===== config.mk =====
export PLATFORM = sky130hd
export DESIGN_NAME = cbh_cfg_header
export DESIGN_NICKNAME = d
export VERILOG_FILES = /design/src/core/cbh_cfg_header.v /design/src/core/cbh_tenure_timer.v
export VERILOG_INCLUDE_DIRS = /design/src /design/src/core
export SDC_FILE = /design/constraint.sdc
export NUM_CORES = 1
export LEC_CHECK = 0
export BUFFER_PORTS_ARGS = -buffer_cell sky130_fd_sc_hd__clkbuf_2
export CORE_MARGIN = 2
export CORE_UTILIZATION = 59
export DETAILED_ROUTE_END_ITERATION = 10
export PLACE_DENSITY = 0.85
export SYNTH_ARGS = -nofsm -noshare
export SYNTH_HDL_FRONTEND = slang
export SYNTH_SLANG_ARGS = --single-unit

===== constraint.sdc =====
create_clock -name ref_clk -period 9.6 [get_ports ref_clk]
set_clock_uncertainty 0.2 [all_clocks]
set_input_delay 0 -clock ref_clk [delete_from_list [all_inputs] [get_ports ref_clk]]
set_output_delay 0 -clock ref_clk [all_outputs]
set_load 0.005 [all_outputs]

===== src/core/cbh_cfg_map.vh =====
// Purpose: Offsets, fields, reset values of the bridge header slice 09h-14h
// Assumes: Configuration dword addressing, byte enables active high
// Notes: Definitions only
`ifndef CBH_CFG_MAP_VH
`define CBH_CFG_MAP_VH
// Dword indices
`define CBH_DW_CLASS 6'h02
`define CBH_DW_MISC 6'h03
`define CBH_DW_WINBASE 6'h04
`define CBH_DW_CAP 6'h05
// Byte offsets
`define CBH_OFF_CATEGORY 8'h09
`define CBH_OFF_LINE_LEN 8'h0c
`define CBH_OFF_TENURE 8'h0d
`define CBH_OFF_LAYOUT 8'h0e
`define CBH_OFF_SELF_TEST 8'h0f
`define CBH_OFF_WINBASE 8'h10
`define CBH_OFF_CAP_PTR 8'h14
`define CBH_OFF_EXT_START 8'h80
// Reset and fixed values
`define CBH_RST_CATEGORY 24'h060700
`define CBH_RST_LINE_LEN 8'h00
`define CBH_RST_TENURE 8'h00
`define CBH_RST_LAYOUT 8'h82
`define CBH_RST_SELF_TEST 8'h00
`define CBH_RST_WINBASE 20'h00000
`define CBH_RST_CAP_PTR 8'ha0
// Window base field and socket window decode
`define CBH_WIN_LSB 12
`define CBH_WIN_MSB 31
`define CBH_WIN_SEL_BIT 11
`define CBH_WIN_SOCKET_OFF 12'h000
`define CBH_WIN_LEGACY_OFF 12'h800
`endif


===== src/core/cbh_cfg_header.v =====
// Purpose: Header registers 09h-14h of both bridge functions, tenure limit
// Assumes: One-cycle configuration strobes, dword address, byte enables
// Notes: Read data is registered one cycle after the read strobe
`timescale 1ns/10ps
`include "cbh_cfg_map.vh"
// Functional notes
// - The category code reads 060700h in each function and ignores writes.
// - The host line length byte stores what software writes and resets to 00h.
// - As initiator the tenure counter starts from zero at FRAME and counts clocks.
// - After the tenure count expires the transfer ends once GNT is deasserted.
// - The layout kind byte always reads 82h and is read-only.
// - Offsets up to 7Fh are standard header, 80h-FFh are extension space.
// - The self-test byte reads 00h in both functions and ignores writes.
// - Window base bits 31-12 are writable and readable on a 4-Kbyte boundary.
// - Window base bits 11-0 read zero so all ones reads back FFFF F000h.
// - The window decodes socket registers from 000h and legacy ones from 800h.
// - Each function holds its own independent window base register.
// - The capability pointer always reads A0h.
// - Both functions share the one fixed capability pointer value.
module cbh_cfg_header #(
    parameter NFUNC = 2
) (
    // Clock and reset
    input wire ref_clk,
    input wire rst_n,
    // Configuration access
    input wire cfg_rd,
    input wire cfg_wr,
    input wire cfg_func,
    input wire [5:0] cfg_dw,
    input wire [3:0] cfg_be,
    input wire [31:0] cfg_wdata,
    output reg [31:0] cfg_rdata,
    output reg cfg_ack,
    output reg cfg_ext_sel,
    // Memory window decode
    input wire [31:0] mem_addr,
    input wire mem_req,
    output reg [1:0] win_hit_socket,
    output reg [1:0] win_hit_legacy,
    // Initiator tenure
    input wire init_frame_start,
    input wire init_busy,
    input wire gnt_n,
    output reg init_end_req,
    output reg [7:0] line_len_out
);
    // ****************************************
    // Reset synchroniser
    // ****************************************
    reg rst_s1_ff;
    reg rst_s2_ff;
    wire rst_sync_n;

    always @(posedge ref_clk or negedge rst_n)
    begin
        if (!rst_n)
        begin
            rst_s1_ff <= 1'b0;
            rst_s2_ff <= 1'b0;
        end
        else
        begin
            rst_s1_ff <= 1'b1;
            rst_s2_ff <= rst_s1_ff;
        end
    end
    assign rst_sync_n = rst_s2_ff;

    // ****************************************
    // Per-function registers
    // ****************************************
    reg [7:0] line_len_ff [0:NFUNC-1];
    reg [7:0] tenure_ff [0:NFUNC-1];
    reg [19:0] win_base_ff [0:NFUNC-1];
    wire [NFUNC-1:0] hit_sock;
    wire [NFUNC-1:0] hit_leg;

    genvar f;
    generate
        for (f = 0; f < NFUNC; f = f + 1)
        begin : g_func
            wire sel;
            wire in_win;
            assign sel = cfg_wr && ({31'h00000000, cfg_func} == f);
            always @(posedge ref_clk or negedge rst_sync_n)
            begin
                if (!rst_sync_n)
                begin
                    line_len_ff[f] <= `CBH_RST_LINE_LEN;
                    tenure_ff[f] <= `CBH_RST_TENURE;
                    win_base_ff[f] <= `CBH_RST_WINBASE;
                end
                else if (sel)
                begin
                    if (cfg_dw == `CBH_DW_MISC)
                    begin
                        if (cfg_be[0])
                            line_len_ff[f] <= cfg_wdata[7:0];
                        if (cfg_be[1])
                            tenure_ff[f] <= cfg_wdata[15:8];
                    end
                    if (cfg_dw == `CBH_DW_WINBASE)
                    begin
                        if (cfg_be[1])
                            win_base_ff[f][3:0] <= cfg_wdata[15:12];
                        if (cfg_be[2])
                            win_base_ff[f][11:4] <= cfg_wdata[23:16];
                        if (cfg_be[3])
                            win_base_ff[f][19:12] <= cfg_wdata[31:24];
                    end
                end
            end
            assign in_win = mem_req &&
                (mem_addr[`CBH_WIN_MSB:`CBH_WIN_LSB] == win_base_ff[f]);
            assign hit_sock[f] = in_win && !mem_addr[`CBH_WIN_SEL_BIT];
            assign hit_leg[f] = in_win && mem_addr[`CBH_WIN_SEL_BIT];
        end
    endgenerate

    // ****************************************
    // Read mux
    // ****************************************
    reg [31:0] nxt_rdata;
    reg nxt_ext;

    always @*
    begin
        nxt_rdata = 32'h00000000;
        nxt_ext = (cfg_dw[5] == 1'b1);
        case (cfg_dw)
            `CBH_DW_CLASS:
                nxt_rdata = {`CBH_RST_CATEGORY, 8'h00};
            `CBH_DW_MISC:
                nxt_rdata = {`CBH_RST_SELF_TEST, `CBH_RST_LAYOUT,
                    tenure_ff[cfg_func], line_len_ff[cfg_func]};
            `CBH_DW_WINBASE:
                nxt_rdata = {win_base_ff[cfg_func], 12'h000};
            `CBH_DW_CAP:
                nxt_rdata = {24'h000000, `CBH_RST_CAP_PTR};
            default:
                nxt_rdata = 32'h00000000;
        endcase
    end

    always @(posedge ref_clk or negedge rst_sync_n)
    begin
        if (!rst_sync_n)
        begin
            cfg_rdata <= 32'h00000000;
            cfg_ack <= 1'b0;
            cfg_ext_sel <= 1'b0;
            win_hit_socket <= 2'b00;
            win_hit_legacy <= 2'b00;
            line_len_out <= 8'h00;
        end
        else
        begin
            if (cfg_rd)
                cfg_rdata <= nxt_rdata;
            cfg_ack <= cfg_rd | cfg_wr;
            cfg_ext_sel <= (cfg_rd | cfg_wr) & nxt_ext;
            win_hit_socket <= hit_sock[1:0];
            win_hit_legacy <= hit_leg[1:0];
            line_len_out <= line_len_ff[0];
        end
    end

    // ****************************************
    // Initiator tenure limit
    // ****************************************
    reg [2:0] gnt_sync_ff;
    reg gnt_level_ff;
    wire gnt_stable_high;
    wire expired;

    always @(posedge ref_clk or negedge rst_sync_n)
    begin
        if (!rst_sync_n)
            gnt_sync_ff <= 3'b000;
        else
            gnt_sync_ff <= {gnt_sync_ff[1:0], gnt_n};
    end

    // Grant level only moves once second and third stages agree
    always @(posedge ref_clk or negedge rst_sync_n)
    begin
        if (!rst_sync_n)
            gnt_level_ff <= 1'b0;
        else if (gnt_sync_ff[1] == gnt_sync_ff[2])
            gnt_level_ff <= gnt_sync_ff[2];
    end
    assign gnt_stable_high = gnt_level_ff;

    cbh_tenure_timer #(
        .WIDTH(8)
    ) u_timer (
        .ref_clk(ref_clk),
        .rst_sync_n(rst_sync_n),
        .frame_start(init_frame_start),
        .xfer_busy(init_busy),
        .limit(tenure_ff[0]),
        .expired(expired)
    );

    always @(posedge ref_clk or negedge rst_sync_n)
    begin
        if (!rst_sync_n)
            init_end_req <= 1'b0;
        else
            init_end_req <= init_busy & expired & gnt_stable_high;
    end
endmodule // cbh_cfg_header


===== src/core/cbh_tenure_timer.v =====
// Purpose: Bus tenure limit counter for the initiator
// Assumes: frame_start pulses on the cycle FRAME is first asserted
// Notes: Counts ref_clk cycles from zero
`timescale 1ns/10ps
module cbh_tenure_timer #(
    parameter WIDTH = 8
) (
    // Clock and reset
    input wire ref_clk,
    input wire rst_sync_n,
    // Control
    input wire frame_start,
    input wire xfer_busy,
    input wire [WIDTH-1:0] limit,
    // Status
    output reg expired
);
    reg [WIDTH-1:0] count_ff;
    reg [WIDTH-1:0] nxt_count;
    reg nxt_expired;

    always @*
    begin
        nxt_count = count_ff;
        nxt_expired = expired;
        if (frame_start)
        begin
            nxt_count = {WIDTH{1'b0}};
            nxt_expired = (limit == {WIDTH{1'b0}});
        end
        else if (!xfer_busy)
        begin
            nxt_count = {WIDTH{1'b0}};
            nxt_expired = 1'b0;
        end
        else if (!expired)
        begin
            nxt_count = count_ff + {{(WIDTH-1){1'b0}}, 1'b1};
            nxt_expired = (nxt_count >= limit);
        end
    end

    always @(posedge ref_clk or negedge rst_sync_n)
    begin
        if (!rst_sync_n)
        begin
            count_ff <= {WIDTH{1'b0}};
            expired <= 1'b0;
        end
        else
        begin
            count_ff <= nxt_count;
            expired <= nxt_expired;
        end
    end
endmodule // cbh_tenure_timer


=== Yosys cells after proc, flatten, opt, wreduce, memory -nomap -nowiden ===
Cells that the tools add are included.

* Add/subtract/negate cells: 1
* $lt $le $gt $ge: 2
* Eq/ne operators: 8
* Multiplexer cells: 16
* Bitwise gates (word level): 6
* Reductions and logical operators: 20

{| class="wikitable"
|+ Operators with widths
! kind !! number
|-
| 32-bit case mux with 4 select lines || 1
|-
| 8-bit two-way mux || 9
|-
| 20-bit two-way mux || 3
|-
| 20-bit == test || 2
|-
| 3-bit AND reduction || 10
|-
| 6-bit by 2-bit == test with 1-bit output, second input constant || 2
|-
| 6-bit by 3-bit == test with 1-bit output, second input constant || 2
|-
| 8-bit by 1-bit adder with 8-bit output, second input constant || 1
|-
| 8-bit >= comparator || 1
|-
| 1-bit logical AND || 8
|-
| 8-bit zero test || 1
|-
| 1-bit bitwise AND || 3
|-
| 1-bit two-way mux || 3
|-
| 3-bit != test, second input constant || 1
|-
| 2-bit >= comparator, second input constant || 1
|-
| 1-bit NOT with 2-bit output || 1
|-
| 1-bit == test || 1
|-
| 1-bit zero test || 1
|-
| 1-bit NOT || 1
|-
| 1-bit OR || 1
|}

* Bits in registers: 134
* Input bits: 83
* Output and inout port bits: 47

=== Longest topological paths before layout ===
* Word-level depth: 5
* Depth in mapped cells: 9

=== Hierarchy ===
A second synthesis with hierarchy kept.

* Cells, all modules: 519
* Area total of the unflattened synthesis: 6267.3 µm²

{| class="wikitable"
|+ By module, submodules not included
! module !! instances !! cells each !! area each (µm²) !! seq. area each (µm²)
|-
| cbh_cfg_header || 1 || 438 || 5532.8 || 3128.0
|-
| cbh_tenure_timer || 1 || 81 || 734.5 || 225.2
|}

=== Least setup slack after synthesis ===
OpenSTA, ideal clock, no wires.

* Kind: register -> register
* From: reg u_timer.count_ff[0]
* To: reg u_timer.expired
* Setup time: 83 ps
* Arrival: 1810 ps
* Required time: 9317 ps
* Setup slack: 7508 ps
* Stages on the path, launching flop included: 9
* Cells stage by stage: dfrtp_1 -> ha_1 -> nand2_1 -> nor2_1 -> xor2_1 -> ha_1 -> nand3_1 -> or4_1 -> o21ai_0

* Longest elaborated chain between the ends: 5

{| class="wikitable"
|+ Ends and longest elaborated chain
! element !! line !! RTL
|-
| start, declared || cbh_tenure_timer.v:18 || <nowiki>reg [WIDTH-1:0] count_ff;</nowiki>
|-
| start signal, assigned || cbh_tenure_timer.v:47 || <nowiki>count_ff <= {WIDTH{1'b0}};</nowiki>
|-
| start signal, assigned || cbh_tenure_timer.v:52 || <nowiki>count_ff <= nxt_count;</nowiki>
|-
| 8-bit by 1-bit adder with 8-bit output || cbh_tenure_timer.v:38 || <nowiki>nxt_count = count_ff + {{(WIDTH-1){1'b0}}, 1'b1};</nowiki>
|-
| 8-bit >= comparator || cbh_tenure_timer.v:39 || <nowiki>nxt_expired = (nxt_count >= limit);</nowiki>
|-
| 1-bit two-way mux || cbh_tenure_timer.v:36 || <nowiki>else if (!expired)</nowiki>
|-
| 1-bit two-way mux || cbh_tenure_timer.v:31 || <nowiki>else if (!xfer_busy)</nowiki>
|-
| 1-bit two-way mux || cbh_tenure_timer.v:26 || <nowiki>if (frame_start)</nowiki>
|-
| net u_timer.nxt_expired || cbh_tenure_timer.v:20 || <nowiki>reg nxt_expired;</nowiki>
|-
| end signal, assigned || cbh_tenure_timer.v:53 || <nowiki>expired <= nxt_expired;</nowiki>
|-
| end, declared || cbh_tenure_timer.v:16 || <nowiki>output reg expired</nowiki>
|}

The timed path passes the listed nets, and every way through them passes these cells.
A chain may end at the register's enable or synchronous reset.

=== Worst setup path in the final report ===
* From: reg win_base_ff[1] (netlist name)
* To: reg win_hit_legacy[1]

* Longest elaborated chain between the ends: 3

{| class="wikitable"
|+ Ends and longest elaborated chain
! element !! line !! RTL
|-
| start, declared || cbh_cfg_header.v:75 || <nowiki>reg [19:0] win_base_ff [0:NFUNC-1];</nowiki>
|-
| start signal, assigned by index || cbh_cfg_header.v:92 || <nowiki>win_base_ff[f] <= `CBH_RST_WINBASE;</nowiki>
|-
| start signal, assigned by index || cbh_cfg_header.v:106 || <nowiki>win_base_ff[f][3:0] <= cfg_wdata[15:12];</nowiki>
|-
| start signal, assigned by index || cbh_cfg_header.v:108 || <nowiki>win_base_ff[f][11:4] <= cfg_wdata[23:16];</nowiki>
|-
| 20-bit == test || cbh_cfg_header.v:115 || <nowiki>(mem_addr[`CBH_WIN_MSB:`CBH_WIN_LSB] == win_base_ff[f]);</nowiki>
|-
| 1-bit logical AND || cbh_cfg_header.v:114 || <nowiki>assign in_win = mem_req &&</nowiki>
|-
| 1-bit logical AND || cbh_cfg_header.v:117 || <nowiki>assign hit_leg[f] = in_win && mem_addr[`CBH_WIN_SEL_BIT];</nowiki>
|-
| net hit_leg[1] || cbh_cfg_header.v:77 || <nowiki>wire [NFUNC-1:0] hit_leg;</nowiki>
|-
| end signal, assigned || cbh_cfg_header.v:164 || <nowiki>win_hit_legacy <= hit_leg[1:0];</nowiki>
|-
| end, declared || cbh_cfg_header.v:40 || <nowiki>output reg [1:0] win_hit_legacy,</nowiki>
|}

The timed path passes the listed nets, and every way through them passes these cells.

==> results.md <==
- Entering global routing, the biggest net connects 85 pins.
- For this run the aggregate overflow at the end of global routing stands at 0.
- Setup repair after global routing left no endpoint under its margin.
- The number of pins with negative max-slew slack in the final report is 0.
- The synthesized netlist contains 41 unique library cells.
- For this design the top-level I/O count stands at 130.
- The worst-path maximum fanout is 3.
- The time the final worst path needs with I/O delays and setup is 3150 ps.
- The number of global-route vias before repair is 5,151.
- The top-area cell type share of the netlist area is 53.6%.
- After synthesis, the cell types taking the most area are sky130_fd_sc_hd__dfrtp_1 54%, sky130_fd_sc_hd__mux2_2 17%, sky130_fd_sc_hd__xor2_1 6.3%.
- The first global-routing pass estimated 25.5 mm of wire.
- The area of the die is 11,500 sq um.
- The total wire length is 15.7 mm.
- The standby leakage power is 4.10 nW.
- After floorplanning, the core was sized to cover 10,300 sq um.
- Dividing the final minimum period by the clock period gives 32.8%.
- Measured along the x axis, the die boundary spans 107 microns.
- After synthesis, the largest family of logic cells by area is multiplexers.
- The synthesized netlist devotes 9.25% of its cell area to simple gates.
- The share of total power dissipated in sequential elements is 47.1%.
- The total nets after synthesis is 608.
- The vertical extent of the die is 107 microns.
- Once detail routing completed, the nets flagged for antenna violations numbered 0.
- The via total after detailed routing is 4,792.
- TritonCTS built the clock tree.
- STA classifies the critical path startpoint as a flip-flop.
- The category of the critical setup timing path is flip-flop to flip-flop.
- The total of warnings raised by yosys is 0.
- Net switching is 25.4% of the power.
- STA classifies the critical path endpoint as a flip-flop.
- The layout net count is 801.
- The area growth from synthesis to layout is 31.3%.
- Internal power comes to 0.966 mW.
- The sequential cells in the finished layout cover a total of 3360 sq um.
- The portion of netlist area occupied by mux cells is 18.9%.
- In this run, synthesis produced a sequential element count of 134.
- After clock tree synthesis, the clock-pin slew on the worst setup and hold paths is 60 ps.
- The number of antenna violations at the first check in global routing is 0.
- The data arrival time at the worst-slack endpoint is 3400 ps.
- The proportion of synthesized flip-flops having asynchronous set or reset is 100%.
- Summed over all nets, the switching power comes to 0.329 mW.
- The per-cell routed wire length is 18.3 microns.
- The setup TNS is 0 ps.
- The antenna cell count is 0.
- The post-synthesis compound-gate area fraction is 5.54%.
- Each instance of the synthesized netlist takes up on average 12.1 sq um.
- The share of the Yosys chip area taken by registers is 53.6%.
- The setup-violating endpoint count in the final report is 0.
- The xor-xnor portion of the synthesized cell area is 7.14%.
- The post-synthesis share of cell area spent on full adders, half adders and majority gates is 1.96%.
- The count of max-cap constraint violations is 0.
- The combined area of all synthesized cells is 6260 sq um.
- The via-per-instance ratio is 5.59.
- The first-pass iteration count of the detailed router is 4.
- The HPWL after detailed placement is 9.85 mm.
- In this run the deepest clock path goes through 2 buffers.
- In this run the worst hold path is classified as primary input to flip-flop.
- Counting every instance in the synthesized netlist gives 516.
- The tree built by TritonCTS fans out to 134 sinks.
- The number of filler instances in the final layout is 592.
- The data required time at the worst endpoint is 9850 ps.
- The worst register-to-register path has a depth of 7.
- The initial core utilization is 60.6%.
- The number of levels the H-tree was split into is 4.
- In this run the tightest slew margin relative to its limit is 28.4%.
- The worst hold path was traced through 3 stages.
- The flow ran to the end, and the final reports show no timing, DRC or antenna violations.
- Global routing consumed, over all layers together, 29.0% of the routing resources.
- The overall power of the completed layout is 1.30 mW.
- In this run, the clock network consumes 43.8% of the power.
- The violation count after the first detailed-routing iteration is 232.
- The cell accounting for the most synthesized area is sky130_fd_sc_hd__dfrtp_1.
- The share of total power in combinational logic is 9.1%.
- The number of standard-cell rows in the floorplan is 37.
- Clock tree synthesis inserted a total of 17 buffers.
- The routability congestion estimate is 0.895.
- Yosys mapped a number of flops with a built-in enable equal to 0.
- Derived from the worst setup path, the maximum achievable clock frequency is 317 MHz.
- The worst vdd rail ir drop is 0.0987 mV.
- The slew of the pin with the lowest slew margin is 1070 ps.
- During placement, the flow inserted port buffers numbering 118.
- Among all flip-flop cells after synthesis, the most frequent one is sky130_fd_sc_hd__dfrtp_1.
- Cells with a size suffix above 1 make up 36.0% of the layout.
- For this design the ratio of total power to cell area is 158 nW/um^2.
- The multi-input combinational cells in the finished layout cover a total of 2680 sq um.
- In the routed design, unresolved DRC markers number 0.
- The clock reaches the later pin of the worst-skew pair after 510 ps.
- The number of hold-slack violations in the final timing report is 0.
- In this run the clock root is driven by a sky130_fd_sc_hd__clkbuf_8.
## kinds of logic after synthesis
family                     count (synthesis)
DFF                                      134
muxes                                    106
and+or+nand+nor                           97
buffers and inverters                     59
AOI/OAI and AO/OA                         58
xor gates and xnor gates                  51
adders and majority gates                 10
other                                      1
## layer usage
metal / wire length [microns] / GRT usage, % / vias up / share of wire, %
met2: 7990 / 49.7 / 188 / 51
li1: - / - / 2196 / -
met1: 6280 / 34.9 / 2360 / 40
met4: 547 / 12.6 / 0 / 3.5
met3: 892 / 7.11 / 48 / 5.7
met5: 0 / 0 / - / 0
## path summary, 6_finish.rpt
check	slack [ps]	start	to
max	6450	win_base_ff[1]	win_hit_legacy[1]
min	60	cfg_wdata[3]	line_len_ff[11]
max reg2reg	6450	win_base_ff[1]	win_hit_legacy[1]
min reg2reg	150	gnt_sync_ff[0]	gnt_sync_ff[1]
max in group asynchronous	7640	rst_s2_ff	cfg_rdata[18]
min in group asynchronous	140	rst_n	rst_s1_ff
## what timing repair did
item                                   in CTS  in global routing
resized for setup                           0                  0
endpoints found under the hold margin     123                  0
hold buffers                               72                  0
buffers inserted                            0                  0
## synthesized netlist by cell type (all sizes together), types with 2 or more instances
cell    instances
nand2b          5
mux2i          10
nor4           11
xnor2           6
nand2           8
a21oi           7
nor2b           2
nor3           12
a22oi           2
a21o            3
o22a            4
nor2           11
o21a            2
mux2           96
dfrtp         134
clkbuf         12
inv            39
xor2           45
nand3          31
o21ai          26
o22ai          11
nand4           6
or3             5
ha              9
buf             8
## cell type report
type	instances	share of cell area, %
Tap cell	136	2.07
Clock inverter	14	1.26
Inverter	39	1.78
Timing Repair Buffer	194	16.3
Clock buffer	18	5.09
Sequential cell	134	40.9
Multi-Input combinational cell	323	32.6
## through the flow
step                std cells  setup slack, ps  utilization (%)  area, sq um  hold WS (ps)
floorplan                 516             5390                -         6260          -496
global placement          754             7190             67.6         6970          -415
detailed placement        754             7180             67.6         6970          -413
CTS                       858             6550             79.6         8220          57.0
global route              858             6330             79.6         8220          67.9
finish                    858             6450             79.6         8220          62.9
## registers in the layout (all words and copies together) (netlist names), 2 cells and up
register,count
cfg_rdata,32
gnt_sync_ff,3
line_len_ff,16
line_len_out,8
tenure_ff,16
u_timer.count_ff,8
win_base_ff,40
win_hit_legacy,2
win_hit_socket,2
## power by group through the flow
stage	registers, mW	clock network (mW)	logic, mW
after CTS	0.609	0.575	0.116
final	0.610	0.567	0.118
after global placement	0.617	0	0.0902
after global routing	0.613	0.604	0.127
after floorplan	0.614	0	0.0556
after detailed placement	0.619	0	0.0936
## placed cells by master, fill, tap and decap left out, types with 2 or more instances in the layout
cell | Yosys | layout
sky130_fd_sc_hd__clkbuf_2 | 0 | 118
sky130_fd_sc_hd__o22ai_1 | 11 | 11
sky130_fd_sc_hd__mux2_2 | 96 | 96
sky130_fd_sc_hd__dlygate4sd3_1 | 0 | 72
sky130_fd_sc_hd__ha_1 | 9 | 9
sky130_fd_sc_hd__clkbuf_16 | 0 | 16
sky130_fd_sc_hd__inv_6 | 0 | 3
sky130_fd_sc_hd__xnor2_1 | 6 | 6
sky130_fd_sc_hd__nand2b_1 | 5 | 5
sky130_fd_sc_hd__o21a_1 | 2 | 2
sky130_fd_sc_hd__dfrtp_1 | 134 | 133
sky130_fd_sc_hd__nand3_1 | 27 | 27
sky130_fd_sc_hd__clkinv_2 | 0 | 4
sky130_fd_sc_hd__clkinv_4 | 0 | 4
sky130_fd_sc_hd__clkinvlp_4 | 0 | 3
sky130_fd_sc_hd__nor2b_1 | 2 | 2
sky130_fd_sc_hd__nand3_2 | 4 | 4
sky130_fd_sc_hd__a21o_1 | 3 | 3
sky130_fd_sc_hd__nor2_1 | 11 | 11
sky130_fd_sc_hd__nand4_1 | 4 | 4
sky130_fd_sc_hd__nor3_1 | 10 | 10
sky130_fd_sc_hd__xor2_1 | 45 | 45
sky130_fd_sc_hd__o21ai_0 | 26 | 26
sky130_fd_sc_hd__a21oi_1 | 7 | 7
sky130_fd_sc_hd__o22a_1 | 4 | 4
sky130_fd_sc_hd__or3_1 | 5 | 5
sky130_fd_sc_hd__a22oi_1 | 2 | 2
sky130_fd_sc_hd__buf_4 | 0 | 4
sky130_fd_sc_hd__nor4_1 | 11 | 11
sky130_fd_sc_hd__nand2_1 | 8 | 8
sky130_fd_sc_hd__inv_1 | 39 | 39
sky130_fd_sc_hd__mux2i_1 | 10 | 10
sky130_fd_sc_hd__nand4_4 | 2 | 2
## critical path, stage by stage (launching register included)
cell and delay [ps]:
sky130_fd_sc_hd__dfrtp_1 400, sky130_fd_sc_hd__xor2_1 180, sky130_fd_sc_hd__nor4_1 260, sky130_fd_sc_hd__dlygate4sd3_1 590
sky130_fd_sc_hd__nand2_1 60, sky130_fd_sc_hd__dlygate4sd3_1 610, sky130_fd_sc_hd__nor3_1 200, sky130_fd_sc_hd__dlygate4sd3_1 580
Note: power is estimated with default switching activity, not from simulation.
